===== src/include/lmfsc_pkg.sv =====
`default_nettype none
// ============================================================
// Shared constants for the font and scan control block
package lmfsc_pkg;

	// ========================================================
	// Register indices of the command port (low seven bits)
	localparam logic [6:0] REG_NOOP       = 7'h00;
	localparam logic [6:0] REG_INTENS_LOW = 7'h01;
	localparam logic [6:0] REG_INTENS_HI  = 7'h02;
	localparam logic [6:0] REG_DIGIT_CNT  = 7'h03;
	localparam logic [6:0] REG_CONFIG     = 7'h04;
	localparam logic [6:0] REG_GLYPH_PORT = 7'h05;
	localparam logic [6:0] REG_DISP_TEST  = 7'h07;

	// Command address bit that marks a read
	localparam int CMD_READ_BIT = 7;

	// ========================================================
	// Configuration register field positions
	localparam int CFG_RUN_BIT   = 0;  // 1 = normal, 0 = shutdown
	localparam int CFG_FAST_BIT  = 2;  // Blink rate select
	localparam int CFG_BLINK_BIT = 3;  // Global blink enable
	localparam int CFG_PHASE_BIT = 7;  // Blink phase readback
	localparam int TEST_EN_BIT   = 0;  // Display test enable
	localparam int SCAN_ALL_BIT  = 0;  // Four digit scan

	// ========================================================
	// Glyph pointer range and storage size
	localparam logic [7:0] PTR_FIRST    = 8'h80;
	localparam logic [7:0] PTR_LAST     = 8'hF7;
	localparam int         FONT_ENTRIES = 120;
	localparam int         GLYPH_BITS   = 7;

	// ========================================================
	// Reset values
	localparam logic [7:0] INTENS_RESET = 8'h00;

	// ========================================================
	// Multiplex timing, counted in multiplex clock edges
	localparam int OSC_REF_HZ     = 4000000;
	localparam int SLOW_PLANE_MS  = 1000;
	localparam int FAST_PLANE_MS  = 500;
	localparam int SCAN_DIVIDER   = 5600;
	localparam int SLOT_WIDTH     = 13;
	localparam int BLINK_WIDTH    = 23;
	localparam int SLOTS_PAIR     = 1;   // Digits 0 and 1 only
	localparam int SLOTS_ALL      = 2;   // Two pair slots
	localparam int SLOTS_TEST     = 8;   // Test mode slots
	localparam logic [4:0] TEST_DUTY = 5'h07;
	localparam logic [4:0] MAX_DUTY  = 5'h0F;
	localparam int DUTY_SHIFT     = 4;   // Sixteen steps per slot

endpackage : lmfsc_pkg
`default_nettype wire


===== src/include/lmfsc_scan_if.sv =====
`default_nettype none
// ============================================================
// Scan timing shared by the slot sequencer and each modulator
interface lmfsc_scan_if;
	logic [lmfsc_pkg::SLOT_WIDTH-1:0] slotPos;   // Tick within slot
	logic [lmfsc_pkg::SLOT_WIDTH-1:0] slotLen;   // Ticks per slot
	logic                             testMode;  // Fixed duty

	// Sequencer side
	modport src (
		output slotPos,
		output slotLen,
		output testMode
	);

	// Modulator side
	modport pwm (
		input slotPos,
		input slotLen,
		input testMode
	);
endinterface : lmfsc_scan_if
`default_nettype wire


===== src/logic/lmfsc_digit_pwm.sv =====
`default_nettype none
// ============================================================
// One digit's sixteen step pulse width modulator
module lmfsc_digit_pwm (
	// Shared scan timing
	lmfsc_scan_if.pwm        scan,
	// Per digit control
	input wire logic [3:0]   intensity,
	input wire logic         selected,
	// Result
	output logic             lit
);
	// ========================================================
	// Duty in sixteenths
	logic [4:0]  duty;       // On sixteenths of the slot
	logic [21:0] posScaled;  // Slot position times sixteen
	logic [21:0] onLimit;    // Duty times slot length

	// Top code repeats the one below, so a blank sixteenth stays
	always_comb begin
		if (scan.testMode) begin
			duty = lmfsc_pkg::TEST_DUTY;
		end else if (intensity == 4'hF) begin
			duty = lmfsc_pkg::MAX_DUTY;
		end else begin
			duty = 5'({1'b0, intensity} + 5'h01);
		end
	end

	// Compare without division: pos*16 < duty*len
	always_comb begin
		posScaled = 22'({scan.slotPos, 4'h0});
		onLimit   = 22'(duty * scan.slotLen);
		lit       = selected && (posScaled < onLimit);
	end
endmodule : lmfsc_digit_pwm
`default_nettype wire


===== src/logic/lmfsc_control.sv =====
`default_nettype none
// ============================================================
// Font memory, register file, scan sequencer and blink timer
module lmfsc_control #(
	parameter int FRAME_TICKS = lmfsc_pkg::SCAN_DIVIDER,
	parameter int SLOW_TICKS  =
		lmfsc_pkg::OSC_REF_HZ / 1000 * lmfsc_pkg::SLOW_PLANE_MS,
	parameter int FAST_TICKS  =
		lmfsc_pkg::OSC_REF_HZ / 1000 * lmfsc_pkg::FAST_PLANE_MS
) (
	// Clock and reset
	input wire logic         mclk,
	input wire logic         rst,
	// Multiplex clock pin, sampled level
	input wire logic         multiplexClockPin,
	// Register command port
	input wire logic         cmdStrobe,
	input wire logic [7:0]   cmdAddr,
	input wire logic [7:0]   cmdData,
	output logic [7:0]       rdData,
	output logic             rdValid,
	// Display side
	output logic [3:0]       digitDrive,
	output logic             allLedsOn,
	output logic             alternatePlaneSel,
	output logic             blinkOut
);
	// ========================================================
	// Derived slot lengths for the three scan shapes
	localparam int SLOT_PAIR_LEN = FRAME_TICKS / lmfsc_pkg::SLOTS_PAIR;
	localparam int SLOT_ALL_LEN  = FRAME_TICKS / lmfsc_pkg::SLOTS_ALL;
	localparam int SLOT_TEST_LEN = FRAME_TICKS / lmfsc_pkg::SLOTS_TEST;
	localparam logic [2:0] MASK_PAIR = 3'(lmfsc_pkg::SLOTS_PAIR - 1);
	localparam logic [2:0] MASK_ALL  = 3'(lmfsc_pkg::SLOTS_ALL - 1);
	localparam logic [2:0] MASK_TEST = 3'(lmfsc_pkg::SLOTS_TEST - 1);
	localparam logic [lmfsc_pkg::BLINK_WIDTH-1:0] SLOW_LAST =
		lmfsc_pkg::BLINK_WIDTH'(SLOW_TICKS - 1);
	localparam logic [lmfsc_pkg::BLINK_WIDTH-1:0] FAST_LAST =
		lmfsc_pkg::BLINK_WIDTH'(FAST_TICKS - 1);

	// ========================================================
	// Whole state of the block
	typedef struct packed {
		logic [lmfsc_pkg::FONT_ENTRIES-1:0]
			[lmfsc_pkg::GLYPH_BITS-1:0]    font;       // Glyph memory
		logic [7:0]                        glyphPtr;   // Font pointer
		logic [7:0]                        intensLow;  // Digits 0,1
		logic [7:0]                        intensHigh; // Digits 2,3
		logic                              scanAll;    // Four digits
		logic                              runMode;    // Not shutdown
		logic                              blinkEn;    // Blink enable
		logic                              blinkFast;  // Rate select
		logic                              testMode;   // Display test
		logic                              oscPrev;    // Pin history
		logic [lmfsc_pkg::SLOT_WIDTH-1:0]  slotPos;    // Tick in slot
		logic [2:0]                        slotIdx;    // Slot number
		logic [lmfsc_pkg::BLINK_WIDTH-1:0] blinkCnt;   // Plane timer
		logic                              primary;    // Blink phase
		logic [3:0]                        digitDrive; // Lit digits
		logic [7:0]                        rdData;     // Read answer
		logic                              rdValid;    // Answer flag
	} lmfsc_state_t;

	lmfsc_state_t st_reg;   // Registered state
	lmfsc_state_t st_next;  // Next state

	// ========================================================
	// Shared scan timing and the four modulators
	lmfsc_scan_if scan ();

	logic [3:0] pairSelect;  // Digits scanned in the present slot
	logic [3:0] digitLit;    // Modulator outputs
	logic [3:0] intensNib [4];
	logic [lmfsc_pkg::SLOT_WIDTH-1:0] slotLen;
	logic [2:0] slotMask;

	// Test mode ignores the stored scan limit and shutdown
	always_comb begin
		if (st_reg.testMode) begin
			slotLen  = lmfsc_pkg::SLOT_WIDTH'(SLOT_TEST_LEN);
			slotMask = MASK_TEST;
		end else if (st_reg.scanAll) begin
			slotLen  = lmfsc_pkg::SLOT_WIDTH'(SLOT_ALL_LEN);
			slotMask = MASK_ALL;
		end else begin
			slotLen  = lmfsc_pkg::SLOT_WIDTH'(SLOT_PAIR_LEN);
			slotMask = MASK_PAIR;
		end
	end

	assign scan.slotPos  = st_reg.slotPos;
	assign scan.slotLen  = slotLen;
	assign scan.testMode = st_reg.testMode;

	// Odd slots drive the upper pair, even slots the lower one; shutdown outside test mode drives neither
	always_comb begin
		if (st_reg.testMode) begin
			// Registers keep their contents, only the view changes
			pairSelect = st_reg.slotIdx[0] ? 4'hC : 4'h3;
		end else if (!st_reg.runMode) begin
			pairSelect = 4'h0;
		end else if (st_reg.scanAll && st_reg.slotIdx[0]) begin
			pairSelect = 4'hC;
		end else begin
			pairSelect = 4'h3;
		end
	end

	// Nibble per digit
	assign intensNib[0] = st_reg.intensLow[3:0];
	assign intensNib[1] = st_reg.intensLow[7:4];
	assign intensNib[2] = st_reg.intensHigh[3:0];
	assign intensNib[3] = st_reg.intensHigh[7:4];

	// One independent modulator for each digit
	genvar d;
	generate
		for (d = 0; d < 4; d++) begin : g_pwm
			lmfsc_digit_pwm u_pwm (
				.scan      (scan),
				.intensity (intensNib[d]),
				.selected  (pairSelect[d]),
				.lit       (digitLit[d])
			);
		end
	endgenerate

	// ========================================================
	// Glyph pointer helpers
	function automatic logic [7:0] ptr_advance(input logic [7:0] p);
		if (p == lmfsc_pkg::PTR_LAST) begin
			ptr_advance = lmfsc_pkg::PTR_FIRST;
		end else begin
			ptr_advance = 8'(p + 8'h01);
		end
	endfunction : ptr_advance

	// Out of range loads fall back to the first entry
	function automatic logic [7:0] ptr_load(input logic [7:0] v);
		if (v > lmfsc_pkg::PTR_LAST) begin
			ptr_load = lmfsc_pkg::PTR_FIRST;
		end else begin
			ptr_load = v;
		end
	endfunction : ptr_load

	// ========================================================
	// Next state: commands, scan sequencer and blink timer
	logic        oscTick;    // Rising edge of the multiplex clock
	logic [6:0]  fontIdx;    // Memory index of the pointer
	logic [6:0]  regIdx;     // Register addressed by the command
	logic        isRead;     // Command reads
	logic [lmfsc_pkg::BLINK_WIDTH-1:0] blinkLast;

	always_comb begin
		st_next = st_reg;
		// The pin is taken as synchronous, so a plain edge detect
		oscTick = multiplexClockPin && !st_reg.oscPrev;
		// Pointer never leaves 0x80..0xF7, so bit seven is the base
		fontIdx = st_reg.glyphPtr[6:0];
		regIdx  = cmdAddr[6:0];
		isRead  = cmdAddr[lmfsc_pkg::CMD_READ_BIT];
		blinkLast = st_reg.blinkFast ? FAST_LAST : SLOW_LAST;
		st_next.oscPrev = multiplexClockPin;
		st_next.rdValid = 1'b0;

		// Register command
		if (cmdStrobe && isRead) begin
			st_next.rdValid = 1'b1;
			st_next.rdData  = 8'h00;
			unique case (regIdx)
				lmfsc_pkg::REG_INTENS_LOW: begin
					st_next.rdData = st_reg.intensLow;
				end
				lmfsc_pkg::REG_INTENS_HI: begin
					st_next.rdData = st_reg.intensHigh;
				end
				lmfsc_pkg::REG_DIGIT_CNT: begin
					st_next.rdData[lmfsc_pkg::SCAN_ALL_BIT] =
						st_reg.scanAll;
				end
				lmfsc_pkg::REG_CONFIG: begin
					// Phase shows the blink pin level right now
					st_next.rdData[lmfsc_pkg::CFG_PHASE_BIT] =
						st_reg.primary;
					st_next.rdData[lmfsc_pkg::CFG_BLINK_BIT] =
						st_reg.blinkEn;
					st_next.rdData[lmfsc_pkg::CFG_FAST_BIT] =
						st_reg.blinkFast;
					st_next.rdData[lmfsc_pkg::CFG_RUN_BIT] =
						st_reg.runMode;
				end
				lmfsc_pkg::REG_GLYPH_PORT: begin
					st_next.rdData   = {1'b0, st_reg.font[fontIdx]};
					st_next.glyphPtr = ptr_advance(st_reg.glyphPtr);
				end
				lmfsc_pkg::REG_DISP_TEST: begin
					st_next.rdData[lmfsc_pkg::TEST_EN_BIT] =
						st_reg.testMode;
				end
				default: begin
					// Unmapped and no-op reads answer zero
					st_next.rdData = 8'h00;
				end
			endcase
		end else if (cmdStrobe) begin
			unique case (regIdx)
				lmfsc_pkg::REG_INTENS_LOW: begin
					st_next.intensLow = cmdData;
				end
				lmfsc_pkg::REG_INTENS_HI: begin
					st_next.intensHigh = cmdData;
				end
				lmfsc_pkg::REG_DIGIT_CNT: begin
					// Upper bits are dropped; a change while running
					// only shifts the slot pattern for one frame
					st_next.scanAll =
						cmdData[lmfsc_pkg::SCAN_ALL_BIT];
				end
				lmfsc_pkg::REG_CONFIG: begin
					st_next.runMode =
						cmdData[lmfsc_pkg::CFG_RUN_BIT];
					st_next.blinkFast =
						cmdData[lmfsc_pkg::CFG_FAST_BIT];
					st_next.blinkEn =
						cmdData[lmfsc_pkg::CFG_BLINK_BIT];
				end
				lmfsc_pkg::REG_GLYPH_PORT: begin
					if (cmdData[7]) begin
						st_next.glyphPtr = ptr_load(cmdData);
					end else begin
						st_next.font[fontIdx] = cmdData[6:0];
						st_next.glyphPtr =
							ptr_advance(st_reg.glyphPtr);
					end
				end
				lmfsc_pkg::REG_DISP_TEST: begin
					st_next.testMode =
						cmdData[lmfsc_pkg::TEST_EN_BIT];
				end
				default: begin
					// No-op and unmapped writes leave state alone
					st_next.rdData = st_reg.rdData;
				end
			endcase
		end

		// Slot sequencer, one step per multiplex clock edge
		if (oscTick) begin
			if (st_reg.slotPos >= slotLen - 1'b1) begin
				st_next.slotPos = '0;
				// Frame of all slots spans the full divider
				st_next.slotIdx = 3'(st_reg.slotIdx + 3'h1)
					& slotMask;
			end else begin
				st_next.slotPos =
					lmfsc_pkg::SLOT_WIDTH'(st_reg.slotPos + 1'b1);
			end
			// Plane timer; a shorter rate ends the plane at once
			if (st_reg.blinkCnt >= blinkLast) begin
				st_next.blinkCnt = '0;
				st_next.primary  = !st_reg.primary;
			end else begin
				st_next.blinkCnt =
					lmfsc_pkg::BLINK_WIDTH'(st_reg.blinkCnt + 1'b1);
			end
		end

		// Slot index may exceed a narrower mask after a mode change
		st_next.slotIdx = st_next.slotIdx & slotMask;
		st_next.digitDrive = digitLit;
	end

	// ========================================================
	// State register
	always_ff @(posedge mclk or posedge rst) begin
		if (rst) begin
			st_reg            <= '0;
			st_reg.glyphPtr   <= lmfsc_pkg::PTR_FIRST;
			st_reg.intensLow  <= lmfsc_pkg::INTENS_RESET;
			st_reg.intensHigh <= lmfsc_pkg::INTENS_RESET;
			st_reg.scanAll    <= 1'b0;
			st_reg.runMode    <= 1'b0;
			st_reg.primary    <= 1'b1;
		end else begin
			st_reg <= st_next;
		end
	end

	// ========================================================
	// Outputs from flip-flops; alternatePlaneSel is gated from two of them
	assign rdData     = st_reg.rdData;
	assign rdValid    = st_reg.rdValid;
	assign digitDrive = st_reg.digitDrive;
	assign allLedsOn  = st_reg.testMode;
	assign blinkOut   = st_reg.primary;
	// Without blink only the primary plane is shown
	assign alternatePlaneSel = st_reg.blinkEn && !st_reg.primary;
endmodule : lmfsc_control
`default_nettype wire


===== config.mk =====
export PLATFORM = sky130hd
export DESIGN_NAME = lmfsc_control
export DESIGN_NICKNAME = d
export VERILOG_FILES = /design/src/include/lmfsc_pkg.sv /design/src/include/lmfsc_scan_if.sv /design/src/logic/lmfsc_digit_pwm.sv /design/src/logic/lmfsc_control.sv
export SDC_FILE = /design/constraint.sdc
export NUM_CORES = 2
export LEC_CHECK = 0
export BUFFER_PORTS_ARGS = -buffer_cell sky130_fd_sc_hd__buf_2
export CAP_MARGIN = 0
export CORE_ASPECT_RATIO = 1.1
export CORE_MARGIN = 3
export CORE_UTILIZATION = 55
export DETAILED_ROUTE_END_ITERATION = 10
export GPL_TIMING_DRIVEN = 0
export PLACE_DENSITY = 0.71
export SLEW_MARGIN = 15
export SYNTH_ARGS = -nofsm -noshare
export SYNTH_HDL_FRONTEND = slang
export SYNTH_SLANG_ARGS = --single-unit

===== constraint.sdc =====
create_clock -name mclk -period 31.9 [get_ports mclk]
set_input_delay 1.595 -clock mclk [delete_from_list [all_inputs] [get_ports mclk]]
set_output_delay 1.595 -clock mclk [all_outputs]
set_load 0.02 [all_outputs]

==> flow_summary.toml <==
[setup_path]
crit_path_end_kind = "flip-flop"
critPathKind = "flip-flop to flip-flop"
rrSetupSlack_ns = 24.72
required_ns = 32.49
r2r_end = "digitDrive[3]"
critPathArrivalTime_ns = 7.77
worstSetupStartpointType = "flip-flop"
r2r_start = "allLedsOn"
reg2reg_depth = 24
path_max_fanout = 17

[clocking]
clock-sinks = 921
insertion_delay_ns = 0.68
cts.htree.levels = 3
numCtsBuffers = 98
clk_pin_slew_ns = 0.06
cts_resized = 0
postCtsSetupRepairBufs = 0
cts-root-buf = "clkbuf_16"
holdBufCountCts = 0
cts_buffer_depth = 3
cts_tree = "built"

[synth]
ys_async_sr_fraction_pct = 100
yosysUniqueCellTypes = 87
seq_area_frac_synth_pct = 47.6
postSynthCellCount = 3990
ys_ff_latch = 921
syn_area_sq_um = 48400
ys_warn_count = 0
synth-edff-count = 0
synth_area_per_cell_sq_um = 12.1
synth_ff_type = "dfrtp_1"

[global_routing]
use_met3_pct = 11.9
antenna_found_initial = 12
grt_start_max_net_pins = 111
grt_pass1_wl_microns = 248000
grt_pass1_vias = 35900
grt-ovfl-total = 0
use_met2_pct = 55.0
grtUsageTotal_pct = 37.6
use_met1_pct = 48.8
busiest_layer = "met2"

[timing]
setup_violations = 0
hold_viol = 0
post-route-period-util_pct = 22.5
fmax_mhz = 139
min_period_ns = 7.18
slew_headroom_pct = -0.0567
fin_skew_ns = 0.0348
tightest_slew_ns = 1.50
slew_violations = 10
rsz0062_at_grt = "no"

[floorplanning]
die_y_microns = 317
core-area_sq_um = 86800
rows = 113
dieWidth_microns = 289
pin_count = 36
start_util_pct = 55.7
dieArea_sq_um = 91600

[run]
maxCapViolCount = 1

[power_and_ir_drop]
p_sw_share_pct = 28.3
power_frac_comb_pct = 13.8
ir_drop_mv = 0.0425
power_switching_mw = 0.765
internal_power_mw = 1.94
pwr-share-seq_pct = 44.2
p_leak_nw = 25.8
clockPowerShare_pct = 42.0
powerDensity_nw_per_um2 = 50.5

[route]
via_per_inst = 6.75
drc_errors = 0
totalWireLength_microns = 172000
ant_nets = 0
vias = 36300
drtIter0Drc = 4585
wire_per_inst_microns = 31.9
drtPass1Iterations = 8

[place]
hpwl_microns = 117000
port_buffers = 31
place_congestion = 1.00
place_area_sq_um = 50400

[finish]
multiInputGateArea_sq_um = 23700
drive_above_1_share_pct = 31.6
fin_area_sq_um = 53500
seqCellArea_sq_um = 23000
fin_util_pct = 61.7
largest_register_ffs = 870
areaGrowthSynthToFinish_pct = 10.6
nets = 4418
nFillCells = 6944

[worst_hold_path]
hold_path_end = "st_reg[87]"
hold_path_depth = 1
min_path_type = "flip-flop to flip-flop"
worstHoldStart = "st_reg[87]"

[outcome]
outcome = "finished with violations"
violations = "capacitance limit, slew limit"
## cell usage in the layout (no fill, tap or decap), types with 16 or more instances in the layout
| cell | synthesis | routed |
|---|---|---|
| nand2_1 | 150 | 150 |
| o21ai_0 | 110 | 110 |
| a211oi_1 | 18 | 18 |
| nand3_1 | 51 | 51 |
| nand2_2 | 20 | 20 |
| buf_2 | 56 | 91 |
| clkbuf_8 | 0 | 21 |
| mux2i_1 | 43 | 43 |
| nor3_1 | 23 | 22 |
| nand4_1 | 16 | 16 |
| a21o_1 | 16 | 16 |
| dfrtp_1 | 919 | 919 |
| mux2_2 | 886 | 886 |
| a22oi_1 | 147 | 147 |
| ha_1 | 187 | 187 |
| nor2_2 | 97 | 99 |
| a22o_1 | 59 | 59 |
| buf_4 | 16 | 17 |
| nor2b_1 | 23 | 23 |
| xnor2_1 | 36 | 36 |
| fa_1 | 68 | 68 |
| nor2_1 | 165 | 163 |
| a21oi_1 | 91 | 91 |
| a31oi_1 | 65 | 65 |
| nand2b_1 | 20 | 20 |
| inv_1 | 153 | 152 |
| clkbuf_16 | 0 | 100 |
| a221oi_1 | 98 | 98 |
| and3_1 | 17 | 17 |
| xor2_1 | 37 | 37 |
| clkbuf_1 | 164 | 174 |
## cell families after synthesis
| kind of cell | Yosys count | synth area share (%) |
|---|---|---|
| mux | 949 | 22.2 |
| flops | 921 | 47.6 |
| compound gates | 715 | 10.5 |
| simple gates | 665 | 7.17 |
| buf+inv | 410 | 3.46 |
| fa+ha+maj | 255 | 7.65 |
| xor+xnor | 73 | 1.32 |
| other cells | 2 | 0.0155 |
## power by group through the flow
stage	Clock [mW]	Combinational [mW]	Sequential, mW
after detailed placement	0	0.363	1.22
after global routing	1.18	0.411	1.20
after floorplan	0	0.236	1.21
after CTS	1.14	0.365	1.19
final	1.14	0.373	1.20
after global placement	0	0.352	1.22
## worst max path at each step
stage                               end  cells past startpoint  startpoint  slack [ns]
after floorplan               allLedsOn                      1         rst        4.41
after global placement      st_reg[886]                      2         rst       -5.76
after CTS                 digitDrive[3]                     24   allLedsOn       24.72
after detailed placement  digitDrive[3]                     24   allLedsOn       24.73
final                     digitDrive[3]                     24   allLedsOn       24.72
after global routing      digitDrive[3]                     24   allLedsOn       24.02
## synthesized netlist by cell type, types with 10 or more instances
| library cell | instances | area share, % |
|---|---|---|
| buf_2 | 56 | 0.58 |
| buf_1 | 18 | 0.14 |
| and2_1 | 10 | 0.13 |
| mux2_2 | 886 | 21 |
| a221oi_1 | 98 | 1.8 |
| and3_1 | 17 | 0.22 |
| a21o_1 | 16 | 0.25 |
| clkbuf_1 | 164 | 1.3 |
| a31oi_1 | 65 | 0.84 |
| xnor2_1 | 36 | 0.65 |
| nand3_1 | 51 | 0.53 |
| buf_4 | 16 | 0.25 |
| nand2_2 | 20 | 0.26 |
| a221o_1 | 14 | 0.29 |
| nor2_1 | 165 | 1.3 |
| a211oi_1 | 18 | 0.28 |
| a21oi_1 | 91 | 0.94 |
| a22o_1 | 59 | 1.1 |
| o21ai_0 | 110 | 1.1 |
| nand2_1 | 150 | 1.2 |
| xor2_1 | 37 | 0.67 |
| dfrtp_1 | 919 | 48 |
| fa_1 | 68 | 2.8 |
| nand2b_1 | 20 | 0.26 |
| mux4_2 | 11 | 0.51 |
| nor2_2 | 97 | 1.3 |
| inv_1 | 153 | 1.2 |
| mux2i_1 | 43 | 0.89 |
| ha_1 | 187 | 4.8 |
| nor3_1 | 23 | 0.24 |
| a22oi_1 | 147 | 2.3 |
| nor2b_1 | 23 | 0.30 |
| nand4_1 | 16 | 0.21 |
| o21a_1 | 12 | 0.19 |
## worst max-delay path: stages (launching register included)
cell and delay (ns):
dfrtp_1 0.47, clkbuf_1 0.51, clkbuf_1 0.50, clkinv_1 0.51
clkbuf_2 0.55, a21oi_1 0.39, ha_1 0.19, inv_1 0.04
fa_1 0.45, fa_1 0.51, inv_1 0.05, ha_1 0.32
a21oi_1 0.20, o21ai_0 0.16, o41ai_1 0.76, o21ai_0 0.16
a21oi_1 0.20, xor2_1 0.18, ha_1 0.25, o21a_1 0.10
o21ai_0 0.18, nor3_1 0.07, a21oi_1 0.11, o21ai_0 0.08
a21boi_0 0.16
## per-stage QoR
stage	setup slack, ns	setup TNS [ns]	instances	hold slack [ns]	power, mW
4_1_cts	24.72	0	5362	0.498	2.70
3_3_place_gp	-5.76	-5159.09	5181	0.472	1.57
2_1_floorplan	4.41	0	4000	0.459	1.45
6_report	24.72	0	5370	0.498	2.71
5_1_grt	24.02	0	5362	0.514	2.79
3_5_place_dp	24.73	0	5193	0.486	1.58
## layer usage
layer / routed length [microns] / vias to the layer above
met5: 25 / -
met4: 12200 / 4
met3: 19900 / 611
met2: 73800 / 2194
met1: 65600 / 18600
li1: - / 14900
## cell type report
class                   instances  share of cell area [%]
multi-input cells            2669                    44.3
flip-flops and latches        921                    43.1
clock buffers                 142                    5.36
well taps                    1150                    2.69
plain buffers                 255                    2.08
inverters                     155                    1.10
repair buffers                 43                   0.823
clock inverters                27                   0.507
diodes                          8                  0.0374
Power figures use the tool's default switching activity.
